[src/pkg/prc_defs.vh]
// Behaviour
// Reset sequence runs at power-on and management reset
// Reserved fine-reset bits accept zero writes harmlessly
// Bit 3 holds masked channels in receive-digital reset
// Bit 2 holds masked receive analog in reset
// Bit 1 holds masked channels in transmit-digital reset
// Bit 0 powers down transmit synthesizer
// Software holds power-down one millisecond before clearing
// Loopback bit n puts channel n in loopback
// Signal-present bit n mirrors channel n detector
// Data-lock control bit forces channel lock to data
// Reference-lock control bit forces channel lock to reference
// Data-locked status shows channel locked to data
// Reference-locked status shows channel locked to reference
// Selector steers coding-layer accesses to lane or group
// Selector means group when bonded, lane otherwise; here bonded reads as lane until the reset sequence is done
// Coding status reports word aligner slip count
// Receive coding bit 0 shows receive FIFO error
// Transmit coding bit 0 shows transmit FIFO error
// Channel reset mask resets to all ones; here the mask is the channel_reset_mask input, with no register
// Management reset is active high, level, whole block
// Unused channel bits and reserved fields read zero
`ifndef PRC_DEFS_VH
`define PRC_DEFS_VH
// Word addresses
`define PRC_ADDR_CHAN_MASK    9'h041
`define PRC_ADDR_MAN_RESET    9'h044
`define PRC_ADDR_LOOPBACK     9'h061
`define PRC_ADDR_SIG_PRESENT  9'h063
`define PRC_ADDR_FORCE_DATA   9'h064
`define PRC_ADDR_FORCE_REF    9'h065
`define PRC_ADDR_DATA_LOCKED  9'h066
`define PRC_ADDR_REF_LOCKED   9'h067
`define PRC_ADDR_LANE_SEL     9'h080
`define PRC_ADDR_RX_CODING    9'h081
`define PRC_ADDR_TX_CODING    9'h082
// Manual reset field positions
`define PRC_BIT_RX_DIGITAL    3
`define PRC_BIT_RX_ANALOG     2
`define PRC_BIT_TX_DIGITAL    1
`define PRC_BIT_SYNTH_PDN     0
`define PRC_MAN_RESET_W       4
// Coding status fields
`define PRC_SLIP_LSB          1
`define PRC_SLIP_W            5
`define PRC_FIFO_ERR_BIT      0
// Reset values
`define PRC_MAN_RESET_RST     4'h0
`define PRC_CHAN_REG_RST      32'h00000000
`define PRC_CHAN_MASK_RST     32'hFFFFFFFF
// Automatic reset sequence timing, in ns and cycles at 50 MHz
`define PRC_CLK_PERIOD_NS     20
`define PRC_SEQ_PDN_NS        1000000
`define PRC_SEQ_PDN_CYC       (`PRC_SEQ_PDN_NS / `PRC_CLK_PERIOD_NS)
`define PRC_SEQ_STEP_NS       1000
`define PRC_SEQ_STEP_CYC      (`PRC_SEQ_STEP_NS / `PRC_CLK_PERIOD_NS)
`endif

[src/verilog/prc_chan_gate.v]
`timescale 1ns/1ps
`default_nettype none
// One channel's reset outputs: manual gated by the mask, or automatic
module prc_chan_gate (
    input  wire clk,
    input  wire sys_rst,
    input  wire mask_bit,
    input  wire man_rx_dig,
    input  wire man_rx_ana,
    input  wire man_tx_dig,
    input  wire seq_rx_dig,
    input  wire seq_rx_ana,
    input  wire seq_tx_dig,
    output reg  rx_dig_rst_reg,
    output reg  rx_ana_rst_reg,
    output reg  tx_dig_rst_reg
);
    // Registered so the pins come straight from flops
    always @(posedge clk) begin
        if (sys_rst) begin
            rx_dig_rst_reg <= 1'b1;
            rx_ana_rst_reg <= 1'b1;
            tx_dig_rst_reg <= 1'b1;
        end else begin
            // masked receive digital
            rx_dig_rst_reg <= seq_rx_dig | (man_rx_dig & mask_bit);
            // masked receive analog
            rx_ana_rst_reg <= seq_rx_ana | (man_rx_ana & mask_bit);
            // masked transmit digital
            tx_dig_rst_reg <= seq_tx_dig | (man_tx_dig & mask_bit);
        end
    end
endmodule
`default_nettype wire

[src/verilog/prc_reset_seq.v]
`timescale 1ns/1ps
`default_nettype none
`include "prc_defs.vh"
// Standard reset sequence: synth power-down, then tx digital, rx analog, rx digital release
module prc_reset_seq #(
    parameter PDN_CYC  = `PRC_SEQ_PDN_CYC,
    parameter STEP_CYC = `PRC_SEQ_STEP_CYC
) (
    input  wire clk,
    input  wire sys_rst,
    output reg  synth_pdn_reg,
    output reg  rx_ana_reg,
    output reg  tx_dig_reg,
    output reg  rx_dig_reg,
    output reg  busy_reg
);
    localparam [2:0] ST_PDN  = 3'h0;
    localparam [2:0] ST_TX   = 3'h1;
    localparam [2:0] ST_ANA  = 3'h2;
    localparam [2:0] ST_RX   = 3'h3;
    localparam [2:0] ST_DONE = 3'h4;
    reg [2:0]  state_reg;   // Sequence step
    reg [31:0] cnt_reg;     // Cycles spent in step
    // restart sequence on every management reset
    always @(posedge clk) begin
        if (sys_rst) begin
            state_reg     <= ST_PDN;
            cnt_reg       <= 32'h00000000;
            synth_pdn_reg <= 1'b1;
            rx_ana_reg    <= 1'b1;
            tx_dig_reg    <= 1'b1;
            rx_dig_reg    <= 1'b1;
            busy_reg      <= 1'b1;
        end else begin
            cnt_reg <= cnt_reg + 32'h00000001;
            case (state_reg)
                // Synthesizer held down its full time
                ST_PDN: begin
                    if (cnt_reg >= PDN_CYC - 1) begin
                        synth_pdn_reg <= 1'b0;
                        cnt_reg       <= 32'h00000000;
                        state_reg     <= ST_TX;
                    end
                end
                ST_TX: begin
                    if (cnt_reg >= STEP_CYC - 1) begin
                        tx_dig_reg <= 1'b0;
                        cnt_reg    <= 32'h00000000;
                        state_reg  <= ST_ANA;
                    end
                end
                ST_ANA: begin
                    if (cnt_reg >= STEP_CYC - 1) begin
                        rx_ana_reg <= 1'b0;
                        cnt_reg    <= 32'h00000000;
                        state_reg  <= ST_RX;
                    end
                end
                ST_RX: begin
                    if (cnt_reg >= STEP_CYC - 1) begin
                        rx_dig_reg <= 1'b0;
                        busy_reg   <= 1'b0;
                        state_reg  <= ST_DONE;
                    end
                end
                // Idle; counter frozen
                ST_DONE: begin
                    cnt_reg <= cnt_reg;
                end
                default: begin
                    state_reg <= ST_PDN;
                end
            endcase
        end
    end
endmodule
`default_nettype wire

[src/verilog/prc_csr.v]
`timescale 1ns/1ps
`default_nettype none
`include "prc_defs.vh"
// Management register bank for a multi-channel transceiver PHY
module prc_csr #(
    parameter NUM_CH   = 4,
    parameter NUM_SEL  = 4,
    parameter SEL_W    = 2,
    parameter BONDED   = 0,
    parameter PDN_CYC  = `PRC_SEQ_PDN_CYC,
    parameter STEP_CYC = `PRC_SEQ_STEP_CYC
) (
    input  wire                        clk,
    input  wire                        sys_rst,
    input  wire [8:0]                  mgmt_address,
    input  wire [31:0]                 mgmt_writedata,
    input  wire                        mgmt_write,
    input  wire                        mgmt_read,
    output reg  [31:0]                 mgmt_readdata,
    output reg                         mgmt_waitrequest,
    input  wire [NUM_CH-1:0]           channel_reset_mask,
    input  wire [NUM_CH-1:0]           rx_sig_detect,
    input  wire [NUM_CH-1:0]           cdr_locked_data,
    input  wire [NUM_CH-1:0]           cdr_locked_ref,
    input  wire [NUM_SEL*5-1:0]        rx_slip_count,
    input  wire [NUM_SEL-1:0]          rx_fifo_err,
    input  wire [NUM_SEL-1:0]          tx_fifo_err,
    output wire [NUM_CH-1:0]           rx_digital_reset,
    output wire [NUM_CH-1:0]           rx_analog_reset,
    output wire [NUM_CH-1:0]           tx_digital_reset,
    output reg                         tx_synth_powerdown,
    output reg  [NUM_CH-1:0]           serial_loopback,
    output reg  [NUM_CH-1:0]           cdr_lock_to_data,
    output reg  [NUM_CH-1:0]           cdr_lock_to_ref,
    output reg  [SEL_W-1:0]            coding_sel,
    output reg                         coding_sel_is_group
);
    reg  [`PRC_MAN_RESET_W-1:0] man_reset_reg;   // Manual reset bits
    reg  [NUM_CH-1:0]           loopback_reg;    // Loopback enables
    reg  [NUM_CH-1:0]           force_data_reg;  // Force lock to data
    reg  [NUM_CH-1:0]           force_ref_reg;   // Force lock to reference
    reg  [SEL_W-1:0]            sel_reg;         // Lane or group selector
    reg  [31:0]                 rdata_next;      // Read mux output
    reg  [4:0]                  slip_sel;        // Selected slip count
    reg                         rx_err_sel;      // Selected rx FIFO error
    reg                         tx_err_sel;      // Selected tx FIFO error
    wire                        seq_pdn;
    wire                        seq_rx_ana;
    wire                        seq_tx_dig;
    wire                        seq_rx_dig;
    wire                        seq_busy;
    integer                     i;

    // Automatic power-on sequence
    prc_reset_seq #(
        .PDN_CYC  (PDN_CYC),
        .STEP_CYC (STEP_CYC)
    ) u_seq (
        .clk           (clk),
        .sys_rst       (sys_rst),
        .synth_pdn_reg (seq_pdn),
        .rx_ana_reg    (seq_rx_ana),
        .tx_dig_reg    (seq_tx_dig),
        .rx_dig_reg    (seq_rx_dig),
        .busy_reg      (seq_busy)
    );

    // Per-channel reset gating
    genvar g;
    generate
        for (g = 0; g < NUM_CH; g = g + 1) begin : g_ch
            // mask comes straight from the channel_reset_mask input, not a register
            prc_chan_gate u_gate (
                .clk            (clk),
                .sys_rst        (sys_rst),
                .mask_bit       (channel_reset_mask[g]),
                .man_rx_dig     (man_reset_reg[`PRC_BIT_RX_DIGITAL]),
                .man_rx_ana     (man_reset_reg[`PRC_BIT_RX_ANALOG]),
                .man_tx_dig     (man_reset_reg[`PRC_BIT_TX_DIGITAL]),
                .seq_rx_dig     (seq_rx_dig),
                .seq_rx_ana     (seq_rx_ana),
                .seq_tx_dig     (seq_tx_dig),
                .rx_dig_rst_reg (rx_digital_reset[g]),
                .rx_ana_rst_reg (rx_analog_reset[g]),
                .tx_dig_rst_reg (tx_digital_reset[g])
            );
        end
    endgenerate

    // Register writes; one-cycle wait handled below
    always @(posedge clk) begin
        if (sys_rst) begin
            man_reset_reg  <= `PRC_MAN_RESET_RST;
            loopback_reg   <= {NUM_CH{1'b0}};
            force_data_reg <= {NUM_CH{1'b0}};
            force_ref_reg  <= {NUM_CH{1'b0}};
            sel_reg        <= {SEL_W{1'b0}};
        end else if (mgmt_write && !mgmt_waitrequest) begin
            case (mgmt_address)
                // upper bits dropped, no side effects
                `PRC_ADDR_MAN_RESET: begin
                    man_reset_reg <= mgmt_writedata[`PRC_MAN_RESET_W-1:0];
                end
                // loopback per channel
                `PRC_ADDR_LOOPBACK: begin
                    loopback_reg <= mgmt_writedata[NUM_CH-1:0];
                end
                // force data lock
                `PRC_ADDR_FORCE_DATA: begin
                    force_data_reg <= mgmt_writedata[NUM_CH-1:0];
                end
                // force reference lock
                `PRC_ADDR_FORCE_REF: begin
                    force_ref_reg <= mgmt_writedata[NUM_CH-1:0];
                end
                // selector for indirect coding access
                `PRC_ADDR_LANE_SEL: begin
                    sel_reg <= mgmt_writedata[SEL_W-1:0];
                end
                // Read-only and unmapped: writes ignored
                default: begin
                    man_reset_reg <= man_reset_reg;
                end
            endcase
        end
    end

    // steer coding status through the selector
    always @* begin
        slip_sel   = 5'h00;
        rx_err_sel = 1'b0;
        tx_err_sel = 1'b0;
        for (i = 0; i < NUM_SEL; i = i + 1) begin
            if (sel_reg == i[SEL_W-1:0]) begin
                slip_sel   = rx_slip_count[i*5 +: 5];
                rx_err_sel = rx_fifo_err[i];
                tx_err_sel = tx_fifo_err[i];
            end
        end
    end

    // Read mux; unused bits and unmapped addresses read zero
    always @* begin
        rdata_next = 32'h00000000;
        case (mgmt_address)
            `PRC_ADDR_MAN_RESET: begin
                rdata_next[`PRC_MAN_RESET_W-1:0] = man_reset_reg;
            end
            `PRC_ADDR_LOOPBACK: begin
                rdata_next[NUM_CH-1:0] = loopback_reg;
            end
            // signal present
            `PRC_ADDR_SIG_PRESENT: begin
                rdata_next[NUM_CH-1:0] = rx_sig_detect;
            end
            `PRC_ADDR_FORCE_DATA: begin
                rdata_next[NUM_CH-1:0] = force_data_reg;
            end
            `PRC_ADDR_FORCE_REF: begin
                rdata_next[NUM_CH-1:0] = force_ref_reg;
            end
            // locked to data
            `PRC_ADDR_DATA_LOCKED: begin
                rdata_next[NUM_CH-1:0] = cdr_locked_data;
            end
            // locked to reference
            `PRC_ADDR_REF_LOCKED: begin
                rdata_next[NUM_CH-1:0] = cdr_locked_ref;
            end
            // same bits, meaning set by bonding
            `PRC_ADDR_LANE_SEL: begin
                rdata_next[SEL_W-1:0] = sel_reg;
            end
            // slip count field
            `PRC_ADDR_RX_CODING: begin
                rdata_next[`PRC_SLIP_LSB +: `PRC_SLIP_W] = slip_sel;
                // receive FIFO error
                rdata_next[`PRC_FIFO_ERR_BIT] = rx_err_sel;
            end
            // transmit FIFO error
            `PRC_ADDR_TX_CODING: begin
                rdata_next[`PRC_FIFO_ERR_BIT] = tx_err_sel;
            end
            // unmapped reads zero
            default: begin
                rdata_next = 32'h00000000;
            end
        endcase
    end

    // Read data registered; waitrequest stalls the first cycle of any access
    // Writes need the low cycle too, or an idle-high waitrequest would refuse them all
    always @(posedge clk) begin
        if (sys_rst) begin
            mgmt_readdata    <= 32'h00000000;
            mgmt_waitrequest <= 1'b1;
        end else if ((mgmt_read || mgmt_write) && mgmt_waitrequest) begin
            // Read data only; a write lands on the following edge
            if (mgmt_read) begin
                mgmt_readdata <= rdata_next;
            end
            mgmt_waitrequest <= 1'b0;
        end else begin
            mgmt_waitrequest <= 1'b1;
        end
    end

    // Control outputs from flops, one cycle behind the registers
    always @(posedge clk) begin
        if (sys_rst) begin
            tx_synth_powerdown  <= 1'b1;
            serial_loopback     <= {NUM_CH{1'b0}};
            cdr_lock_to_data    <= {NUM_CH{1'b0}};
            cdr_lock_to_ref     <= {NUM_CH{1'b0}};
            coding_sel          <= {SEL_W{1'b0}};
            coding_sel_is_group <= 1'b0;
        end else begin
            // manual or automatic power-down
            tx_synth_powerdown  <= seq_pdn | man_reset_reg[`PRC_BIT_SYNTH_PDN];
            serial_loopback     <= loopback_reg;
            cdr_lock_to_data    <= force_data_reg;
            cdr_lock_to_ref     <= force_ref_reg;
            coding_sel          <= sel_reg;
            // group numbering when bonded, once the reset sequence is done
            coding_sel_is_group <= (BONDED != 0) & ~seq_busy;
        end
    end
endmodule
`default_nettype wire

[config.mk]
export PLATFORM = sky130hd
export DESIGN_NAME = prc_csr
export DESIGN_NICKNAME = d
export VERILOG_FILES = /design/src/verilog/prc_chan_gate.v /design/src/verilog/prc_reset_seq.v /design/src/verilog/prc_csr.v
export VERILOG_INCLUDE_DIRS = /design/src /design/src/pkg
export SDC_FILE = /design/constraint.sdc
export NUM_CORES = 1
export LEC_CHECK = 0
export BUFFER_PORTS_ARGS = -buffer_cell sky130_fd_sc_hd__clkbuf_2
export CORE_UTILIZATION = 51
export CTS_CLUSTER_DIAMETER = 60
export CTS_CLUSTER_SIZE = 24
export DETAILED_ROUTE_END_ITERATION = 8
export GPL_TIMING_DRIVEN = 0
export PLACE_DENSITY = 0.8
export SETUP_SLACK_MARGIN = 0.15
export SYNTH_ARGS = -nofsm -noshare
export SYNTH_HDL_FRONTEND = slang
export SYNTH_SLANG_ARGS = --single-unit
[constraint.sdc]
create_clock -name clk -period 2.6 [get_ports clk]
set_clock_uncertainty 0.05 [all_clocks]
set_input_delay 0.13 -clock clk [delete_from_list [all_inputs] [get_ports clk]]
set_output_delay 0.13 -clock clk [all_outputs]
set_load 0.005 [all_outputs]
==> flow_summary.yaml <==
floorplan:
  ios: 150
  core_area_um2: 8720
  chipWidth_um: 97.0
  die_height_um: 97.0
  dieArea_um2: 9410
  number_of_cell_rows: 34
  initial_utilization_pct: 52.8
drt:
  num_vias: 4077
  dr.max_layer_used: "met4"
  met2RoutedLength_mm: 5.20
  routed_wire_length_per_instance_um: 13.6
  drt_iter0_drc: 149
  route.antenna.remaining_nets: 0
  finalWirelength_mm: 10.4
  drc: 0
  firstDrtPassIters: 5
  avgViaCountPerCell: 5.34
  detailroute.wirelength.met3_um: 662
  m1WireLength_mm: 4.33
synth:
  post_synth_instance_area_um2: 4600
  synthArstFlopShare_pct: 0
  post_synth_main_area_contributors: "sky130_fd_sc_hd__dfxtp_1 40%, sky130_fd_sc_hd__buf_4 6.4%, sky130_fd_sc_hd__nand2_1 5.0%, sky130_fd_sc_hd__xor2_1 4.9%, sky130_fd_sc_hd__nor2_2 4.1%"
  synthCells: 515
  post-synth-top-area-cell: "sky130_fd_sc_hd__dfxtp_1"
  syn-mean-instance-area_um2: 8.94
  count_of_flip_flops_with_a_built_in_enable_after_synthesis: 0
  ys.flop_type: "sky130_fd_sc_hd__dfxtp_1"
  ys_warn_count: 0
  ys_types: 57
  count_of_state_elements_after_synthesis: 91
  synth.top_cell.area_share_pct: 39.6
  synth_sequential_area_ratio_pct: 39.6
finish:
  largest_register_ffs: 32
  diodes: 0
  num-nets-final: 743
  most-common-layout-cells: "93 x sky130_fd_sc_hd__clkbuf_2, 91 x sky130_fd_sc_hd__dfxtp_1, 61 x sky130_fd_sc_hd__nand2_1"
  layout_commonest_cell: "sky130_fd_sc_hd__clkbuf_2"
  fraction_of_final_layout_cells_with_drive_strength_greater_than_1_pct: 32.6
  nFillCells: 696
  post-route-cell-area_um2: 5570
  area_delta_synth_final_pct: 21.0
sta:
  finalWorstPathRequiredPeriod_ns: 2.17
  totalNegativeSetupSlack_ns: 0
  timing.final.hold_violations: 0
  final-max-slew-violation-count: 0
  final_min_period_over_clock_period_pct: 83.4
  tightest_slew_margin_relative_to_the_limit_pct: 62.1
  worst_slew_pin_slew_ns: 0.560
  grt_setup_unrepaired: "no"
  fmaxAchievable_mhz: 461
  setup_slack_ns: 0.431
  setup_viol: 0
worst_setup_path:
  worstPathRequired_ns: 2.80
  critical_path.startpoint_type: "register"
  critPathArrivalTime_ns: 2.37
  cp_max_fo: 10
  timing.setup.critical_path_class: "reg2reg"
  cp-end-kind: "register"
clocking:
  tritoncts: "yes"
  clk_root_buffer_cell: "sky130_fd_sc_hd__clkbuf_8"
  cts_buffer_depth: 2
  cts.htree.levels: 3
  clock-sinks: 91
  cts_buffers: 9
  cts_hold_buffers: 6
  cts.reportedPaths.clkPinSlew_ns: 0.09
  clkLatencyLatePin_ns: 0.36
  cts_setup_buffers: 0
  cts_repair_resize_count: 0
placement:
  placement.cell_area_um2: 5300
  portBuffers: 93
  place_worst_setup_slack_ns: 0.458
  detailedPlacementHpwl_mm: 7.88
  gp_congestion: 0.921
power_and_ir_drop:
  power.ir.vdd_worst_v: 0.000300
  clkPwrFrac_pct: 38.0
  design_power_total_mw: 2.63
  p_switching_mw: 0.642
  comb_power_share_pct: 8.5
  seq_power_share_pct: 53.5
  internal_power_mw: 1.99
  power-per-cell-area_nw_per_um2: 472
  p_sw_share_pct: 24.4
  p_leak_nw: 2.35
global_routing:
  grt_antenna_before_repair: 0
  maximum_number_of_pins_on_one_net_before_global_route_repair: 17
  wire_length_of_the_first_global_routing_pass_mm: 17.6
  first_global_vias: 3963
  global_route.overflow_total: 0
  grt_usage_pct: 22.8
worst_hold_path:
  hold_class: "in2reg"
status:
  status: "completed"
run:
  drv.max_cap_violation_count: 0
[cell families (layout without fill, tap and decap cells)]
logic type | after synthesis | in the layout | synth area share [%]
adder cells (fa/ha/maj) | 3 | 3 | 0.815
multiplexers | 19 | 19 | 5.87
AND/OR/NAND/NOR | 235 | 235 | 28.7
flip-flops | 91 | 91 | 39.6
AO/OA/AOI/OAI | 60 | 60 | 9.05
XOR/XNOR | 31 | 31 | 5.90
other | 1 | 27 | 0.0814
buffers and inverters | 75 | 190 | 10.0
[through the flow]
stage / hold slack [ns] / utilization [%] / cells
after global routing: 0.0196 / 63.9 / 764
after detailed placement: 0.324 / 60.8 / 742
after floorplan: 0.191 / - / 541
final: 0.0263 / 63.9 / 764
after CTS: 0.00443 / 63.9 / 764
after global placement: 0.309 / 60.8 / 742
[power by group through the flow]
stage,combinational (mW),sequential [mW],clock (mW)
finish,0.223,1.41,0.999
global placement,0.207,1.44,0
floorplan,0.130,1.44,0
CTS,0.220,1.41,1.02
global route,0.244,1.41,1.09
detailed placement,0.212,1.44,0
[layout make-up]
type	count	area, µm²	area share [%]
sequential	91	1820	32.7
inverter	9	33.8	0.606
clock inverter	6	72.6	1.30
buffer	66	428	7.68
timing repair buffer	99	526	9.43
tap	108	135	2.42
multi-input combinational	375	2420	43.4
clock buffer	10	138	2.47
[worst max-delay path, cell delays in order, from the launching register on]
cell                        delay (ns)
sky130_fd_sc_hd__dfxtp_1          0.41
sky130_fd_sc_hd__inv_1            0.09
sky130_fd_sc_hd__ha_1             0.20
sky130_fd_sc_hd__nor4b_2          0.16
sky130_fd_sc_hd__o2111ai_2        0.35
sky130_fd_sc_hd__nor4_4           0.09
sky130_fd_sc_hd__a311oi_4         0.43
sky130_fd_sc_hd__buf_6            0.23
sky130_fd_sc_hd__nor2_2           0.05
[path summary, 6_finish.rpt]
check	startpoint	to	slack [ns]	depth (start not counted)
setup reg to reg	u_seq.cnt_reg[0]	u_seq.cnt_reg[21]	0.43	8
hold reg to reg	mgmt_readdata[5]	mgmt_readdata[5]	0.41	2
hold / removal	mgmt_writedata[2]	force_ref_reg[2]	0.03	3
setup / recovery	u_seq.cnt_reg[0]	u_seq.cnt_reg[21]	0.43	8
[metal layers]
metal | global-route usage (%) | up-vias
met5 | 0 | -
met4 | 8.84 | 0
met3 | 5.64 | 15
met2 | 39.4 | 159
met1 | 27.0 | 1900
li1 | - | 2003
[cell usage after synthesis, types with 3 or more instances]
master	number
sky130_fd_sc_hd__nor3_1	8
sky130_fd_sc_hd__clkbuf_1	15
sky130_fd_sc_hd__nor4_4	3
sky130_fd_sc_hd__nor2_1	29
sky130_fd_sc_hd__nand3_1	31
sky130_fd_sc_hd__nand4_1	21
sky130_fd_sc_hd__inv_1	9
sky130_fd_sc_hd__a211oi_1	3
sky130_fd_sc_hd__buf_2	9
sky130_fd_sc_hd__mux4_2	6
sky130_fd_sc_hd__nor4_2	3
sky130_fd_sc_hd__nor4_1	3
sky130_fd_sc_hd__buf_4	39
sky130_fd_sc_hd__a21oi_1	19
sky130_fd_sc_hd__and4_1	4
sky130_fd_sc_hd__buf_6	3
sky130_fd_sc_hd__o21ai_0	9
sky130_fd_sc_hd__a221oi_1	3
sky130_fd_sc_hd__nor2_2	30
sky130_fd_sc_hd__dfxtp_1	91
sky130_fd_sc_hd__nand2_1	61
sky130_fd_sc_hd__and3_1	8
sky130_fd_sc_hd__xnor2_1	5
sky130_fd_sc_hd__nor2b_1	17
sky130_fd_sc_hd__xor2_1	26
sky130_fd_sc_hd__ha_1	3
sky130_fd_sc_hd__and2_1	4
sky130_fd_sc_hd__mux2_2	4
sky130_fd_sc_hd__mux2i_1	9
(Power assumes the default switching activity.)
